## config.mk

```make
export PLATFORM = sky130hd
export DESIGN_NAME = mode_fault_supervisor
export DESIGN_NICKNAME = d
export VERILOG_FILES = /design/src/logic/mode_fault_supervisor_pkg.sv /design/src/logic/mode_fault_supervisor.sv
export SDC_FILE = /design/constraint.sdc
export NUM_CORES = 1
export LEC_CHECK = 0
export ABC_AREA = 1
export ABC_CLOCK_PERIOD_IN_PS = 3360
export BUFFER_PORTS_ARGS = -buffer_cell sky130_fd_sc_hd__clkbuf_2
export CAP_MARGIN = 20
export CORE_UTILIZATION = 59
export DETAILED_ROUTE_END_ITERATION = 16
export HOLD_SLACK_MARGIN = 0.1
export PLACE_DENSITY_LB_ADDON = 0.05
export SYNTH_ARGS = -nofsm -noshare
export SYNTH_HDL_FRONTEND = slang
export SYNTH_SLANG_ARGS = --single-unit
export TNS_END_PERCENT = 20
```

## constraint.sdc

```tcl
create_clock -name clock -period 3.36 [get_ports clock]
set_clock_uncertainty 0.2 [all_clocks]
set_input_delay 0.168 -clock clock [delete_from_list [all_inputs] [get_ports clock]]
set_output_delay 0.168 -clock clock [all_outputs]
set_load 0.01 [all_outputs]
```

## src/logic/mode_fault_supervisor_pkg.sv

```systemverilog
// Constants for the operating-mode and fault supervisor of a dual high-side switch.
// Assumes a 20 MHz system clock and a 32-bit APB register bus.
`default_nettype none

package mode_fault_supervisor_pkg;

	// ----------------------------------------------------------------
	// Timing
	// ----------------------------------------------------------------
	localparam int unsigned CLOCK_HZ          = 20_000_000;
	localparam int unsigned WD_TIMEOUT_MS     = 310;   // watchdog_timeout
	localparam int unsigned IN_IDLE_MS        = 250;   // direct input idle timeout
	localparam int unsigned WD_TIMEOUT_CYCLES = WD_TIMEOUT_MS * (CLOCK_HZ / 1000);
	localparam int unsigned IN_IDLE_CYCLES    = IN_IDLE_MS * (CLOCK_HZ / 1000);

	// ----------------------------------------------------------------
	// Register byte offsets
	// ----------------------------------------------------------------
	localparam logic [11:0] CTRL_OFFSET     = 12'h000;
	localparam logic [11:0] STATUS_OFFSET   = 12'h004; // global_status_reg
	localparam logic [11:0] FAULT0_OFFSET   = 12'h008; // channel_fault_reg, channel 0
	localparam logic [11:0] FAULT1_OFFSET   = 12'h00C; // channel_fault_reg, channel 1
	localparam logic [11:0] DUTY0_OFFSET    = 12'h010; // duty_setting_reg, channel 0
	localparam logic [11:0] DUTY1_OFFSET    = 12'h014; // duty_setting_reg, channel 1

	// ----------------------------------------------------------------
	// Control register fields and reset value
	// ----------------------------------------------------------------
	localparam int unsigned CTRL_WATCHDOG_DISABLE_BIT     = 0;  // watchdog_disable_bit
	localparam int unsigned CTRL_VDD_FAILEN = 1;
	localparam int unsigned CTRL_DIRDIS_LSB = 2;  // two bits, one per channel
	localparam int unsigned CTRL_RETRY_EN   = 4;
	localparam int unsigned CTRL_OS_EN      = 5;
	localparam int unsigned CTRL_OLOFF_EN   = 6;
	localparam int unsigned CTRL_OLON_EN    = 7;
	localparam int unsigned CTRL_CLKF_EN    = 8;
	localparam int unsigned CTRL_OV_EN      = 9;
	localparam int unsigned CTRL_PARALLEL   = 10;
	localparam int unsigned CTRL_W          = 11;
	localparam logic [CTRL_W-1:0] CTRL_RESET = 11'h310;

	// Duty register: duty in 7..0, channel ON bit at 8
	localparam int unsigned DUTY_ON_BIT     = 8;
	localparam logic [8:0]  DUTY_RESET      = 9'h000;

	// Channel fault register fields
	localparam int unsigned FLT_OC          = 0;
	localparam int unsigned FLT_SC          = 1;
	localparam int unsigned FLT_OT          = 2;
	localparam int unsigned FLT_OS          = 3;
	localparam int unsigned FLT_OLOFF       = 4;
	localparam int unsigned FLT_OLON        = 5;

	// Status register fields
	localparam int unsigned ST_MODE_LSB     = 0;
	localparam int unsigned ST_FAILSAFE     = 2;
	localparam int unsigned ST_FAULT        = 3;
	localparam int unsigned ST_LATCH_LSB    = 4;
	localparam int unsigned ST_WD_ARMED     = 6;
	localparam int unsigned ST_POR          = 7;
	localparam int unsigned ST_UV           = 8;
	localparam int unsigned ST_OV           = 9;
	localparam int unsigned ST_CLKF         = 10;

	// Serial word layout
	localparam int unsigned SPI_WORD_BITS   = 16;
	localparam logic [4:0]  SPI_WORD_COUNT  = 5'h10;

	// Operating modes
	typedef enum logic [1:0] {
		MODE_SLEEP    = 2'b00,
		MODE_NORMAL   = 2'b01,
		MODE_FAILSAFE = 2'b10,
		MODE_FAULT    = 2'b11
	} mode_t;

	// Fail-safe exit sequence
	typedef enum logic {
		EXIT_IDLE = 1'b0,
		EXIT_WAIT = 1'b1
	} exit_t;

endpackage : mode_fault_supervisor_pkg

`default_nettype wire

```

## src/logic/mode_fault_supervisor.sv

```systemverilog
// Mode and fault supervisor: sleep, normal, fail-safe and fault modes, serial
// watchdog, fault flags with clear on read, latching and delatching.
// Assumes pins and the serial link are asynchronous to clock; the auto-retry
// counter sits outside on the same clock and reports turn-on events here.
`timescale 1ns/1ns
`default_nettype none

module mode_fault_supervisor #(
	parameter int unsigned WD_CYCLES   = mode_fault_supervisor_pkg::WD_TIMEOUT_CYCLES,
	parameter int unsigned IDLE_CYCLES = mode_fault_supervisor_pkg::IN_IDLE_CYCLES
) (
	// Clock and reset
	input  wire logic        clock,
	input  wire logic        rst_b,
	// APB slave
	input  wire logic        psel,
	input  wire logic        penable,
	input  wire logic        pwrite,
	input  wire logic [11:0] paddr,
	input  wire logic [31:0] pwdata,
	output logic      [31:0] prdata,
	output logic             pready,
	output logic             pslverr,
	// Serial link, receive only
	input  wire logic        spiClk,
	input  wire logic        spiSelect_b,
	input  wire logic        spiData,
	// Device pins
	input  wire logic        reset_pin_active_low,
	input  wire logic [1:0]  directIn,
	input  wire logic        vddPresent,
	// Fault detectors
	input  wire logic [1:0]  overcurrent_fault,
	input  wire logic [1:0]  short_circuit_fault,
	input  wire logic [1:0]  overtemperature_fault,
	input  wire logic [1:0]  shortToSupply,
	input  wire logic [1:0]  openLoadOff,
	input  wire logic [1:0]  openLoadOn,
	input  wire logic        undervoltage_fault,
	input  wire logic        overvoltage_fault,
	input  wire logic        extClockFail,
	// Auto-retry counter, same clock
	input  wire logic [1:0]  retryTurnOn,
	input  wire logic [1:0]  retriesExhausted,
	input  wire logic [1:0]  retryCounterCleared,
	output logic             retryCounterReset,
	// Outputs
	output logic      [1:0]  channelOn,
	output logic             failsafe_output_pin,
	output logic             fault_status_pin,
	output logic      [1:0]  mode
);

	localparam int unsigned SYNC_W = 22;

	// ----------------------------------------------------------------
	// Input synchronisers
	// ----------------------------------------------------------------
	logic [SYNC_W-1:0] syncMeta_r;
	logic [SYNC_W-1:0] syncPin_r;
	logic              rstPinS;
	logic [1:0]        inS;
	logic              vddS;
	logic              sclkS;
	logic              selS_b;
	logic              mosiS;
	logic [1:0]        ocS;
	logic [1:0]        scS;
	logic [1:0]        otS;
	logic [1:0]        osS;
	logic [1:0]        olOffS;
	logic [1:0]        olOnS;
	logic              uvS;
	logic              ovS;
	logic              clkFailS;

	// Two flip-flops on every asynchronous input
	always_ff @(posedge clock)
	begin
		if (!rst_b)
		begin
			syncMeta_r <= '0;
			syncPin_r  <= '0;
		end
		else
		begin
			syncMeta_r <= {reset_pin_active_low, directIn, vddPresent, spiClk, spiSelect_b,
				spiData, overcurrent_fault, short_circuit_fault, overtemperature_fault,
				shortToSupply, openLoadOff, openLoadOn, undervoltage_fault,
				overvoltage_fault, extClockFail};
			syncPin_r  <= syncMeta_r;
		end
	end

	assign {rstPinS, inS, vddS, sclkS, selS_b, mosiS, ocS, scS, otS, osS, olOffS, olOnS,
		uvS, ovS, clkFailS} = syncPin_r;

	// ----------------------------------------------------------------
	// Edge detection and direct input activity
	// ----------------------------------------------------------------
	logic        sclkPrev_r;
	logic        selPrev_r;
	logic        rstPinPrev_r;
	logic [1:0]  inOn_r;
	logic [31:0] idleCount_r [2];
	logic        wake;
	logic        sleep;

	always_ff @(posedge clock)
	begin
		if (!rst_b)
		begin
			sclkPrev_r   <= 1'b0;
			selPrev_r    <= 1'b1;
			rstPinPrev_r <= 1'b0;
		end
		else
		begin
			sclkPrev_r   <= sclkS;
			selPrev_r    <= selS_b;
			rstPinPrev_r <= rstPinS;
		end
	end

	// Activity flag rises with the input, drops after the idle timeout
	always_ff @(posedge clock)
	begin
		for (int ch = 0; ch < 2; ch++)
		begin
			if (!rst_b)
			begin
				inOn_r[ch]      <= 1'b0;
				idleCount_r[ch] <= '0;
			end
			else if (inS[ch])
			begin
				inOn_r[ch]      <= 1'b1;
				idleCount_r[ch] <= '0;
			end
			else if (idleCount_r[ch] >= IDLE_CYCLES - 1)
				inOn_r[ch]      <= 1'b0;
			else
				idleCount_r[ch] <= idleCount_r[ch] + 32'h0000_0001;
		end
	end

	assign wake  = rstPinS | inOn_r[0] | inOn_r[1];
	assign sleep = !wake;

	// ----------------------------------------------------------------
	// Serial word receiver, MSB first
	// ----------------------------------------------------------------
	logic [15:0] shift_r;
	logic [4:0]  bitCount_r;
	logic        wordDone;

	always_ff @(posedge clock)
	begin
		if (!rst_b || sleep)
		begin
			shift_r    <= '0;
			bitCount_r <= '0;
		end
		else if (!selS_b)
		begin
			if (sclkS && !sclkPrev_r)
			begin
				shift_r <= {shift_r[14:0], mosiS};
				if (bitCount_r != 5'h1F)
					bitCount_r <= bitCount_r + 5'h01;
			end
		end
		else
			bitCount_r <= '0;
	end

	// Only whole 16-bit frames count
	assign wordDone = selS_b && !selPrev_r && !sleep &&
		(bitCount_r == mode_fault_supervisor_pkg::SPI_WORD_COUNT);

	// ----------------------------------------------------------------
	// Watchdog and fail-safe state
	// ----------------------------------------------------------------
	logic                             wdArmed_r;
	logic                             lastToggle_r;
	logic [31:0]                      wdCount_r;
	logic                             wdTimeout;
	logic                             vddSeen_r;
	logic                             failsafe_r;
	logic                             fsEnter;
	logic                             fsLeave;
	logic                             faultNow;
	mode_fault_supervisor_pkg::exit_t exitState_r;
	logic [31:0]                      exitCount_r;
	logic [mode_fault_supervisor_pkg::CTRL_W-1:0] ctrl_r;

	// Armed by a rising reset pin while the logic supply is present
	always_ff @(posedge clock)
	begin
		if (!rst_b || sleep)
			wdArmed_r <= 1'b0;
		else if (rstPinS && !rstPinPrev_r && vddS)
			wdArmed_r <= 1'b1;
	end

	// Counter restarts whenever the toggle bit of a word changes
	always_ff @(posedge clock)
	begin
		if (!rst_b || sleep)
		begin
			lastToggle_r <= 1'b0;
			wdCount_r    <= '0;
		end
		else
		begin
			if (wordDone)
				lastToggle_r <= shift_r[15];
			if (!wdArmed_r || failsafe_r || (wordDone && shift_r[15] != lastToggle_r))
				wdCount_r <= '0;
			else if (wdCount_r < WD_CYCLES)
				wdCount_r <= wdCount_r + 32'h0000_0001;
		end
	end

	assign wdTimeout = wdArmed_r && (wdCount_r >= WD_CYCLES);

	// Remembers that the logic supply was once present
	always_ff @(posedge clock)
	begin
		if (!rst_b)
			vddSeen_r <= 1'b0;
		else if (vddS)
			vddSeen_r <= 1'b1;
	end

	assign fsEnter = !failsafe_r && wake && !faultNow &&
		((vddSeen_r && !vddS && ctrl_r[mode_fault_supervisor_pkg::CTRL_VDD_FAILEN]) ||
		(wdTimeout && !ctrl_r[mode_fault_supervisor_pkg::CTRL_WATCHDOG_DISABLE_BIT]));

	// Exit needs a word with D15 set, then a second one in time
	always_ff @(posedge clock)
	begin
		if (!rst_b || !failsafe_r || faultNow)
		begin
			exitState_r <= mode_fault_supervisor_pkg::EXIT_IDLE;
			exitCount_r <= '0;
		end
		else
		begin
			case (exitState_r)
				mode_fault_supervisor_pkg::EXIT_IDLE:
				begin
					exitCount_r <= '0;
					if (wordDone && shift_r[15])
						exitState_r <= mode_fault_supervisor_pkg::EXIT_WAIT;
				end
				mode_fault_supervisor_pkg::EXIT_WAIT:
				begin
					if (wordDone || exitCount_r >= WD_CYCLES - 1)
						exitState_r <= mode_fault_supervisor_pkg::EXIT_IDLE;
					exitCount_r <= exitCount_r + 32'h0000_0001;
				end
				default:
					exitState_r <= mode_fault_supervisor_pkg::EXIT_IDLE;
			endcase
		end
	end

	assign fsLeave = failsafe_r && !faultNow && wordDone &&
		(exitState_r == mode_fault_supervisor_pkg::EXIT_WAIT) &&
		(exitCount_r < WD_CYCLES);

	// Fail-safe flag survives a fault raised inside it
	always_ff @(posedge clock)
	begin
		if (!rst_b || sleep)
			failsafe_r <= 1'b0;
		else if (fsEnter)
			failsafe_r <= 1'b1;
		else if (fsLeave)
			failsafe_r <= 1'b0;
	end

	// ----------------------------------------------------------------
	// Fault detection, latching and delatching per channel
	// ----------------------------------------------------------------
	logic [1:0]      latchCause;
	logic [1:0]      offCause;
	logic [1:0]      fc;
	logic [1:0]      fcPrev_r;
	logic [1:0]      delatch;
	logic [1:0]      pending_r;
	logic [1:0]      latched_r;
	logic [1:0][5:0] cause;
	logic [1:0][5:0] faultBits_r;
	logic [1:0][8:0] duty_r;
	logic [1:0]      readFault;
	logic            readStatus;
	logic            ovOn;
	logic            clkFailOn;

	assign ovOn      = ovS && ctrl_r[mode_fault_supervisor_pkg::CTRL_OV_EN];
	assign clkFailOn = clkFailS && ctrl_r[mode_fault_supervisor_pkg::CTRL_CLKF_EN];

	for (genvar ch = 0; ch < 2; ch++)
	begin : g_chan
		assign cause[ch]      = {olOnS[ch] & ctrl_r[mode_fault_supervisor_pkg::CTRL_OLON_EN],
			olOffS[ch] & ctrl_r[mode_fault_supervisor_pkg::CTRL_OLOFF_EN],
			osS[ch] & ctrl_r[mode_fault_supervisor_pkg::CTRL_OS_EN],
			otS[ch], scS[ch], ocS[ch]};
		assign latchCause[ch] = ocS[ch] | scS[ch] | otS[ch] | uvS;
		assign offCause[ch]   = latchCause[ch] | ovOn;
		assign fc[ch]         = (inOn_r[ch] &
			!ctrl_r[mode_fault_supervisor_pkg::CTRL_DIRDIS_LSB + ch]) |
			duty_r[ch][mode_fault_supervisor_pkg::DUTY_ON_BIT];
		assign delatch[ch]    = !latchCause[ch] && ((fc[ch] && !fcPrev_r[ch]) ||
			(retryCounterCleared[ch] &&
			ctrl_r[mode_fault_supervisor_pkg::CTRL_RETRY_EN]));
	end

	assign faultNow = |cause || uvS || ovOn || clkFailOn;

	// Pending holds a retry wait, latched holds the channel off until a delatch or fail-safe entry
	always_ff @(posedge clock)
	begin
		for (int ch = 0; ch < 2; ch++)
		begin
			if (!rst_b)
			begin
				fcPrev_r[ch]  <= 1'b0;
				pending_r[ch] <= 1'b0;
				latched_r[ch] <= 1'b0;
			end
			else
			begin
				fcPrev_r[ch] <= fc[ch];
				if (fsEnter || delatch[ch])
				begin
					pending_r[ch] <= 1'b0;
					latched_r[ch] <= 1'b0;
				end
				else if (latchCause[ch])
				begin
					pending_r[ch] <= 1'b1;
					if (retryTurnOn[ch] && retriesExhausted[ch])
						latched_r[ch] <= 1'b1;
				end
				else if (retryTurnOn[ch])
					pending_r[ch] <= 1'b0;
			end
		end
	end

	// Sticky fault bits; a new event wins over the clearing read
	always_ff @(posedge clock)
	begin
		for (int ch = 0; ch < 2; ch++)
		begin
			for (int b = 0; b < 6; b++)
			begin
				if (!rst_b || sleep || fsEnter)
					faultBits_r[ch][b] <= 1'b0;
				else if (cause[ch][b])
					faultBits_r[ch][b] <= 1'b1;
				else if (fsLeave && !latched_r[ch])
					faultBits_r[ch][b] <= 1'b0;
				else if (readFault[ch] && !latched_r[ch] && (b > 2 || !pending_r[ch]))
					faultBits_r[ch][b] <= 1'b0;
			end
		end
	end

	// ----------------------------------------------------------------
	// Register file
	// ----------------------------------------------------------------
	logic        access;
	logic        blocked;
	logic        mapped;
	logic        writeOk;
	logic [31:0] readMux;
	logic        por_r;
	logic [2:0]  supplyBits_r;

	assign access  = psel && penable;
	assign blocked = sleep || failsafe_r;
	assign mapped  = paddr == mode_fault_supervisor_pkg::CTRL_OFFSET ||
		paddr == mode_fault_supervisor_pkg::STATUS_OFFSET ||
		paddr == mode_fault_supervisor_pkg::FAULT0_OFFSET ||
		paddr == mode_fault_supervisor_pkg::FAULT1_OFFSET ||
		paddr == mode_fault_supervisor_pkg::DUTY0_OFFSET ||
		paddr == mode_fault_supervisor_pkg::DUTY1_OFFSET;
	assign writeOk = access && pwrite && mapped && !blocked;
	assign readFault[0] = access && !pwrite && !blocked &&
		paddr == mode_fault_supervisor_pkg::FAULT0_OFFSET;
	assign readFault[1] = access && !pwrite && !blocked &&
		paddr == mode_fault_supervisor_pkg::FAULT1_OFFSET;
	assign readStatus   = access && !pwrite && !blocked &&
		paddr == mode_fault_supervisor_pkg::STATUS_OFFSET;
	assign pready  = 1'b1;
	assign pslverr = access && (!mapped || blocked);

	// Control and duty registers, held at default while asleep or in fail-safe, where the parallel bit is kept
	always_ff @(posedge clock)
	begin
		if (!rst_b || sleep)
		begin
			ctrl_r <= mode_fault_supervisor_pkg::CTRL_RESET;
			duty_r <= {2{mode_fault_supervisor_pkg::DUTY_RESET}};
		end
		else if (failsafe_r || fsEnter || fsLeave)
		begin
			ctrl_r <= mode_fault_supervisor_pkg::CTRL_RESET |
				(ctrl_r & (11'h001 << mode_fault_supervisor_pkg::CTRL_PARALLEL));
			duty_r <= {2{mode_fault_supervisor_pkg::DUTY_RESET}};
		end
		else if (writeOk)
		begin
			if (paddr == mode_fault_supervisor_pkg::CTRL_OFFSET)
				ctrl_r <= pwdata[mode_fault_supervisor_pkg::CTRL_W-1:0];
			if (paddr == mode_fault_supervisor_pkg::DUTY0_OFFSET)
				duty_r[0] <= pwdata[8:0];
			if (paddr == mode_fault_supervisor_pkg::DUTY1_OFFSET)
				duty_r[1] <= pwdata[8:0];
		end
	end

	// Power-on flag and sticky supply fault bits in the global status
	always_ff @(posedge clock)
	begin
		if (!rst_b)
		begin
			por_r        <= 1'b1;
			supplyBits_r <= '0;
		end
		else
		begin
			if (readStatus)
				por_r <= 1'b0;
			if (sleep || fsEnter)
				supplyBits_r <= '0;
			else
				supplyBits_r <= {clkFailOn, ovOn, uvS} |
					(supplyBits_r & ~({3{readStatus}} & ~{clkFailOn, ovOn,
					uvS | (|pending_r) | (|latched_r)}));
		end
	end

	// Read data is taken in the setup phase and held through access
	always_comb
	begin
		readMux = 32'h0000_0000;
		case (paddr)
			mode_fault_supervisor_pkg::CTRL_OFFSET:   readMux[10:0] = ctrl_r;
			mode_fault_supervisor_pkg::STATUS_OFFSET: readMux[10:0] = {supplyBits_r, por_r,
				wdArmed_r, latched_r, faultNow, failsafe_r, mode};
			mode_fault_supervisor_pkg::FAULT0_OFFSET: readMux[5:0]  = faultBits_r[0];
			mode_fault_supervisor_pkg::FAULT1_OFFSET: readMux[5:0]  = faultBits_r[1];
			mode_fault_supervisor_pkg::DUTY0_OFFSET:  readMux[8:0]  = duty_r[0];
			mode_fault_supervisor_pkg::DUTY1_OFFSET:  readMux[8:0]  = duty_r[1];
			default:                                  readMux       = 32'h0000_0000;
		endcase
		if (blocked)
			readMux = 32'h0000_0000;
	end

	always_ff @(posedge clock)
	begin
		if (!rst_b)
			prdata <= 32'h0000_0000;
		else if (psel && !penable)
			prdata <= readMux;
	end

	// ----------------------------------------------------------------
	// Mode, channel and pin outputs
	// ----------------------------------------------------------------
	logic [1:0] hson;

	// Fault outranks fail-safe; normal only with everything clear
	always_comb
	begin
		if (sleep)
			mode = mode_fault_supervisor_pkg::MODE_SLEEP;
		else if (faultNow)
			mode = mode_fault_supervisor_pkg::MODE_FAULT;
		else if (failsafe_r)
			mode = mode_fault_supervisor_pkg::MODE_FAILSAFE;
		else
			mode = mode_fault_supervisor_pkg::MODE_NORMAL;
	end

	// Fail-safe ignores the register bits and follows the pins
	for (genvar ch = 0; ch < 2; ch++)
	begin : g_hson
		assign hson[ch] = failsafe_r ? inS[ch] :
			((inS[ch] & !ctrl_r[mode_fault_supervisor_pkg::CTRL_DIRDIS_LSB + ch]) |
			duty_r[ch][mode_fault_supervisor_pkg::DUTY_ON_BIT]);
	end

	always_ff @(posedge clock)
	begin
		if (!rst_b)
		begin
			channelOn           <= 2'b00;
			failsafe_output_pin <= 1'b1;
			fault_status_pin    <= 1'b1;
			retryCounterReset   <= 1'b0;
		end
		else
		begin
			channelOn           <= sleep ? 2'b00 :
				hson & ~offCause & ~pending_r & ~latched_r;
			failsafe_output_pin <= !failsafe_r;
			fault_status_pin    <= !(faultNow || (|latched_r));
			retryCounterReset   <= fsEnter;
		end
	end

endmodule : mode_fault_supervisor

`default_nettype wire

```

Word level (Yosys, flattened, before mapping)
Memories as Yosys holds them, arrays and structs flattened.
Index checks and enable logic that the tools add are counted.
Word-level totals
  bits in registers: 227
  latch bits: 0
  memory bits (writable): 64
  ROM bits: 0
  bits of input ports: 77
  output and inout bits: 41
  word-level logic and storage cells: 304
  memories: 1
Memories
  idleCount_r: depth 2, bits a word 32, rd ports 2, clocked after Yosys merged registers in 0, write ports 2, RTL line mode_fault_supervisor.sv:105  | logic [31:0] idleCount_r [2];
Cells by class
  add/sub/neg operators: 5
  multiply operators: 0
  divide/modulo/power cells: 0
  magnitude comparators: 6
  equal/unequal tests: 8
  shift operators: 0
  multiplexer cells: 62
  bitwise operators: 45
  reduce and logical (&&, ||, !) cells: 133
Operators with widths (number)
  32-bit by 1-bit adder with 32-bit output, second input constant: 4
  32-bit by 23-bit greater-or-equal comparator with 1-bit output, second input constant: 4
  32-bit 2-to-1 mux: 4
  32-bit by 23-bit < comparator with 1-bit output, second input constant: 2
  32-bit one-hot mux with 2 select lines: 1
  1-bit 2-to-1 mux: 49
  1-bit logical AND: 46
  6-bit one-hot mux with 6 select lines: 1
  3-bit nonzero test: 12
  1-bit logical OR: 26
  1-bit logical NOT: 25
  12-bit by 4-bit == test with 1-bit output, second input constant: 2
  12-bit by 5-bit == test with 1-bit output, second input constant: 2
  1-bit OR: 20
  2-bit AND reduction: 8
  2-bit OR reduction: 8
  12-bit by 3-bit == test with 1-bit output, second input constant: 1
  12-bit logical NOT: 1
  3-bit one-hot mux with 4 select lines: 1
  12-bit OR reduction: 1
  11-bit 2-to-1 mux: 1
  1-bit AND: 10
  2-bit nonzero test: 5
  2-bit AND: 3
  other kinds (13): 22

Longest topological paths before layout
Gate-level depths: netlist (run 1).
  word-level depth: 13
  mapped depth: 14
  depth with buffers taken out: 14

Worst setup path before layout (run 1)
Ideal clock, no wire load.
  kind: reg2reg
  start point: memory idleCount_r[1][0]
  end point: memory idleCount_r[1][0], enable pin
  arrival: 2.236 ns
  slack: 0.364 ns
  cell stages (with the launch flop): 11
  buffers on the path: 1
  cell sequence: edfxtp_1 -> ha_1 -> nand2_1 -> nor2_2 -> a21oi_1 -> nand2_1 -> a21o_1 -> nand2_1 -> nand2_2 -> clkbuf_1 -> nand3_1
RTL lines (RTL line)
  start: declaration: mode_fault_supervisor.sv:105

Worst setup path after layout (run 1)
  start point: input paddr[7]
  end point: register prdata[1]
Between the ends
  cells in the longest elaborated chain, start to end: 3
Ends and longest elaborated chain
  start: declaration: RTL line mode_fault_supervisor.sv:19  | input wire logic [11:0] paddr,
  12-bit by 5-bit == test with 1-bit output, or another cell as far along: RTL line mode_fault_supervisor.sv:452  | case (paddr)
  6-bit one-hot mux with 6 select lines *: RTL line mode_fault_supervisor.sv:452
  11-bit 2-to-1 mux *: RTL line mode_fault_supervisor.sv:462  | if (blocked)
  end signal: assignment: RTL line mode_fault_supervisor.sv:471  | prdata <= readMux;
  end: declaration: RTL line mode_fault_supervisor.sv:21  | output logic [31:0] prdata,
Every way passes the cells marked *; elsewhere a longest branch is shown, timed or not.
A chain may end at the register's enable or synchronous reset.

==> results.md, run 1 <==
- Status: completed
- ANT nets after route: 0
- PortBufs: 74
- Die Outline Area: 21600 um2
- Async set or reset register ratio after synthesis: 0%
- Maximum VDD drop: 0.000500 V
- Area growth, synth to finish: 20.5%
- DRT Pass-1 Iters: 7
- CTS tree: yes
- Die X: 147 um
- Routability congestion estimate: 0.923
- Global Route Usage Sum: 27.3%
- Post-route minimum period: 3.15 ns
- Final Hold Viols: 0
- Cells after Synth: 1614
- Slew margin rel.: 48.8%
- Worst-path clk slew: 0.06 ns
- Fillers: 1604
- Number of setup buffers added after CTS: 0
- PwrDens: 484 nW/um2
- Non-Filler Instances: 2093
- Cells after DPL: 1953
- Rows: 52
- Final nets: 1886
- Fmax: 317 MHz
- Vias in the first global route: 10291
- First DRT Iteration DRCs: 768
- Deepest clock path buffer count: 3
- Global-route wire length before repair: 48200 um
- Start point of the critical path: paddr[7]
- Gr ovfl total: 0
- CP max FO: 7
- Worst-skew pair later-pin latency: 0.55 ns
- # IOs: 118
- Worst EP required: 3.64 ns
- Core Area: 20400 um2
- HP Start: paddr[6]
- Top delay family on crit path: buffers and inverters
- DRT Wirelength: 29300 um
- Reg-to-Reg Start: wdCount_r[9]
- Worst path cell trace: dlygate4sd3_1, clkbuf_2, nor2_2, dlygate4sd3_1, nand3_2, nor2_4, nand2_1, inv_2, nand2_1, o21ai_0, nor2_1, nand3_1, nand2_1, a21oi_1, dlygate4sd3_1
- Root buf cell: clkbuf_16
- Sequential area share after synthesis: 48.8%
- Chip Height: 147 um
- Mapped Area: 12400 um2
- Yosys reg bits: 270
- Fraction of layout instances using a drive strength above 1: 10.4%
- Vias/cell: 5.14
- Final Max Tran Viols: 0
- Leakage: 5.94 nW
- Initial core utilization: 60.6%
- Worst Hold Class: input pin to flip-flop
- Vias post-DR: 10748
- Worst slew pin tran: 0.762 ns
- Commonest non-fill, non-tap cell in the layout: nand2_1
- Worst Path Arrival: 3.43 ns
- Main synth FF type: dfxtp_1
- Number of distinct library cells after synthesis: 52
- # setup viols final: 0
- Dpl hpwl: 19300 um
- Yosys synthesis warning count: 0
- Avg Synthesized Cell Area: 7.67 um2
- CP startpoint kind: input pin
- Buffers plus inverters on the worst setup path: 5
- H-tree depth: 1
- Clock sinks: 270
- CP peak stage delay: 0.61 ns
- # DRC: 0
- Tcrit/Tclk final: 93.8%
- Slowest CP cell: dlygate4sd3_1
- Setup TNS Final: 0 ns
- Total CTS buffers: 28
- Largest net degree at the start of global routing: 57
- CP Class: input pin to flip-flop
- EDFF count, synth: 64
- Max-Cap Viols: 0
- Antenna Cells: 0
- Commonest non-fill, non-tap cells in the layout: nand2_1 (376), inv_1 (240), dfxtp_1 (206)
- RSZ-0062 raised after global routing: no
- Initial antenna violation count: 0
- Crit. End Element: flip-flop
- Drt wl/cell: 14.0 um
-- power by group --
group	total (mW)	switching [mW]	internal [mW]
Sequential	3.44	0.0446	3.40
Combinational	0.343	0.203	0.141
Clock	3.44	1.32	2.12
-- synth_stat cells (all sizes together) (2+ instances only) --
| library cell | instances | area, um2 |
|---|---|---|
| ha | 8 | 100 |
| o21a | 5 | 37.5 |
| xor2 | 25 | 219 |
| a22o | 2 | 17.5 |
| clkbuf | 9 | 35.0 |
| nor3b | 8 | 60.1 |
| dfxtp | 206 | 4120 |
| nand4 | 31 | 200 |
| nor3 | 52 | 297 |
| o211ai | 5 | 37.5 |
| a211oi | 4 | 30.0 |
| o211a | 2 | 20.0 |
| a21oi | 133 | 666 |
| and3 | 3 | 20.0 |
| o22ai | 11 | 68.8 |
| nor4 | 17 | 113 |
| conb | 2 | 7.51 |
| o21ai | 46 | 230 |
| nand3 | 82 | 478 |
| a21o | 2 | 15.0 |
| a21boi | 2 | 15.0 |
| or2 | 9 | 56.3 |
| nand2 | 385 | 1470 |
| edfxtp | 64 | 1920 |
| buf | 43 | 290 |
| inv | 244 | 916 |
| xnor2 | 8 | 70.1 |
| nor2 | 201 | 820 |
-- worst paths after layout --
path | slack [ns] | cells after the start | endpoint
worst min-delay path | 0.13 | 8 | prdata[3]
worst max register to register | 0.67 | 12 | pending_r[1]
worst max-delay path | 0.21 | 15 | prdata[1]
worst min register to register | 0.21 | 2 | syncPin_r[14]
-- worst register-to-register path, stage by stage, from the launching register on --
cell and delay, ns:
dfxtp_1 0.40, nand2_1 0.14, o21ai_0 0.20, nand2_1 0.08, nand3_1 0.11, nand2_1 0.07
nand2_2 0.31, nand2_1 0.10, nand2_1 0.13, nand2_4 0.13, nand3_1 0.13, dlygate4sd3_1 0.57
nor2_1 0.04
-- final cells by class --
cell class                      count  area (um2)  share of cell area (%)
Inverter                          244         916                    6.14
Clock inverter                     16         230                    1.54
Tap cell                          270         338                    2.27
Timing Repair Buffer              171        1320                    8.84
Clock buffer                       36         823                    5.52
Multi-Input combinational cell   1086        5240                    35.1
Sequential cell                   270        6050                    40.5
-- state kept, by name, summed over array words and instances, names as in the netlist, 3 cells and up --
signal / count
wdCount_r: 32
exitCount_r: 32
syncMeta_r: 22
ctrl_r: 11
shift_r: 16
prdata: 11
duty_r: 18
bitCount_r: 5
supplyBits_r: 3
faultBits_r: 12
syncPin_r: 22
idleCount_r: 64
-- per-layer routing --
metal | track usage [%] | share of wire, % | up-vias
met3 | 3.76 | 6.0 | 51
met4 | 6.51 | 1.8 | 0
met2 | 46.9 | 48 | 301
li1 | - | - | 5499
met1 | 36.3 | 44 | 4897
met5 | 0 | 0 | -
-- repair_timing --
| action | 4_1_cts | 5_1_grt |
|---|---|---|
| hold buffers | 88 | 0 |
| endpoints found under the hold margin | 100 | 0 |
| resized for setup | 0 | 2 |
| endpoints found under the setup margin | 0 | 4 |
-- cells by family (layout without fill, tap and decap cells) --
family	count (synthesis)	count (layout)	share of synthesized area, %
fa+ha+maj	8	8	0.809
flops	270	270	48.8
simple gates	789	789	28.5
buf+inv	296	467	10.0
other cells	2	40	0.0607
xor+xnor	33	33	2.34
compound gates	216	216	9.46
-- through the flow --
stage	hold slack, ns	util, %	worst slack [ns]	total power, mW	area [um2]
after floorplan	0.0656	-	0.364	3.69	12500
after global placement	0.149	63.5	0.989	3.77	13000
after detailed placement	0.154	63.5	0.965	3.77	13000
after CTS	0.107	73.0	0.172	7.25	14900
after global routing	0.155	73.0	0.0185	7.46	14900
final	0.126	73.0	0.208	7.22	14900
Power figures use the tool's default switching activity.
==> run 2, diff against run 1 <==
ABC_CLOCK_PERIOD_IN_PS = 3700   (was 3360)
CORE_UTILIZATION = 64   (was 59)
clock period = 3.7 ns   (was 3.36 ns; I/O delays follow)
==> run 2 against run 1 <==
Against the previous run: worst setup slack improved by 0.20 ns; highest routed layer unchanged; clock-buffer cell count up 4; register-to-register slack improved by 0.17 ns; critical path type unchanged; sequential power fell by 9.0%; cell count down 0.81%; combinational power fell by 8.5%; largest cell class unchanged; global-route usage is 3.0 points higher.
==> results.md, run 2 (synthesized netlist as in run 1, its figures left out) <==
- Status: completed
- Drt wl/cell: 14.3 um (+2.0%)
- Worst-skew pair later-pin latency: 0.55 ns (about the same)
- Setup Slack @ Placement: 0.974 ns (+0.00944 ns)
- DRT Wirelength: 29600 um (+1.2%)
- Clock sinks: 270 (unchanged)
- Worst-path clk slew: 0.06 ns (about the same)
- ANT nets after route: 0 (unchanged)
- Vias/cell: 5.25 (+2.3%)
- Core Area: 18800 um2 (-7.8%)
- RSZ-0062 raised after global routing: no
- Total CTS buffers: 27 (-3.6%)
- Fraction of layout instances using a drive strength above 1: 9.80% (-0.57 points)
- # DRC: 0 (unchanged)
- Worst Hold Class: input pin to flip-flop
- Final worst slack: 0.410 ns (+0.202 ns)
- Max-Cap Viols: 0 (unchanged)
- Largest net degree at the start of global routing: 57 (unchanged)
- Final nets: 1880 (-0.32%)
- Chip Height: 141 um (-3.9%)
- Final Hold Viols: 0 (unchanged)
- Setup TNS Final: 0 ns (unchanged)
- Post-route minimum period: 3.29 ns
- Dpl hpwl: 18300 um (-4.9%)
- Routability congestion estimate: 0.913 (-1.0%)
- Gr ovfl total: 0 (unchanged)
- Root buf cell: clkbuf_16
- Design Power: 6.32 mW (-13%)
- CP max FO: 8 (+1)
- Sw frac: 22.1% (+0.50 points)
- CP Class: input pin to flip-flop
- H-tree depth: 1 (unchanged)
- Top reg by flops: idleCount_r
- Pint: 4.92 mW (-13%)
- Global Route Usage Sum: 30.3% (+3.0 points)
- Worst slew pin tran: 1.10 ns (+0.338 ns)
- Slew margin rel.: 26.3% (-22 points)
- # IOs: 118 (unchanged)
- Met2 wire len: 14200 um (+1.5%)
- Sequential Power Share: 49.5% (+1.8 points)
- Clock power frac: 45.5% (-2.1 points)
- Deepest clock path buffer count: 3 (unchanged)
- Area growth, synth to finish: 19.1%
- Vias in the first global route: 10412 (+1.2%)
- Fmax: 304 MHz
- Global-route wire length before repair: 48800 um (+1.3%)
- Logic gate share of total power: 5.0% (+0.2 points)
- Worst EP required: 3.96 ns (+0.32 ns)
- CP startpoint kind: input pin
- Commonest non-fill, non-tap cells in the layout: nand2_1 (376), inv_1 (241), dfxtp_1 (206)
- Non-Filler Instances: 2076 (-0.81%)
- Top layer in use: met4
- # setup viols final: 0 (unchanged)
- Crit. End Element: flip-flop
- PortBufs: 74 (unchanged)
- Die Outline Area: 19900 um2 (-7.7%)
- DRT Pass-1 Iters: 7 (unchanged)
- Final Max Tran Viols: 0 (unchanged)
- Antenna Cells: 0 (unchanged)
- Initial core utilization: 65.7% (+5.1 points)
- Leakage: 5.90 nW (-0.80%)
- Maximum VDD drop: 0.000443 V (-11%)
- Max FFs per register: 64 (unchanged)
- PostCTS Resize Cnt: 0 (unchanged)
- Die X: 141 um (-3.9%)
- Rows: 50 (-3.8%)
- Worst Path Arrival: 3.55 ns (+0.12 ns)
- CTS tree: yes
- Commonest non-fill, non-tap cell in the layout: nand2_1
- Met1 wire length: 12800 um (-1.1%)
- First DRT Iteration DRCs: 763 (-0.65%)
- Met3 wire length: 1820 um (+4.3%)
- Regs by FF count: idleCount_r (64), exitCount_r (32), wdCount_r (32)
- Fillers: 1365 (-15%)
- Tcrit/Tclk final: 88.9%
- Net Switching: 1.40 mW (-11%)
- Final Core Density: 78.3% (+5.3 points)
- Vias post-DR: 10908 (+1.5%)
- Initial antenna violation count: 0 (unchanged)
- PwrDens: 428 nW/um2 (-12%)
- Cells after DPL: 1940 (-0.67%)
-- run 2: cell types whose count changed in the layout (fill, tap and decap cells not counted), sizes merged --
cell / change
clkinvlp: -4
clkbuf: +4
inv: +1
buf: -3
dlygate4sd3: -2
bufinv: -3
-- run 2: power groups by stage --
stage	Sequential, mW	Clock (mW)	Combinational [mW]
3_5_place_dp	3.19	0	0.231
2_1_floorplan	3.18	0	0.172
4_1_cts	3.12	2.90	0.298
6_report	3.13	2.88	0.314
5_1_grt	3.13	3.02	0.343
3_3_place_gp	3.19	0	0.227
-- run 2: per-stage QoR --
step / instance area [um2] / hold slack (ns)
detailed placement: 12900 / 0.169
global route: 14700 / 0.209
floorplan: 12500 / 0.0826
finish: 14700 / 0.150
global placement: 12900 / 0.166
CTS: 14700 / 0.126
-- run 2: critical path, stage by stage --
cell and delay (ns):
dlygate4sd3_1 0.53, clkbuf_2 0.13, nand2_1 0.06, dlygate4sd3_1 0.56, nor2_1 0.16, dlygate4sd3_1 0.63
nand3_4 0.11, nor2_2 0.18, dlygate4sd3_1 0.78, nand2_1 0.10, a21oi_1 0.14
-- run 2: layout make-up --
type                       count  area, um2  share of cell area (%)
sequential                   270       6050                    41.0
multi-input combinational   1086       5230                    35.5
clock buffer                  40        828                    5.62
clock inverter                10        123                   0.831
inverter                     244        916                    6.21
timing repair buffer         166       1280                    8.65
tap                          260        325                    2.21
-- run 2: timing repair --
item,in CTS,in global routing
hold buffers,86,0
endpoints found under the hold margin,94,0
buffers inserted,0,0
-- run 2: metal layers --
layer,vias up,global-route usage (%)
met5,-,0
met4,0,9.78
met3,71,3.50
met2,380,52.6
met1,4972,39.4
li1,5485,-
-- run 2: final timing paths --
kind                                     start            end  slack (ns)  depth (start not counted)
worst max-delay path                   penable      duty_r[3]        0.41                         11
worst min-delay path                  paddr[0]      prdata[0]        0.15                         10
worst max register to register   wdCount_r[18]      duty_r[9]        0.84                         12
worst min register to register  syncMeta_r[18]  syncPin_r[18]        0.22                          2
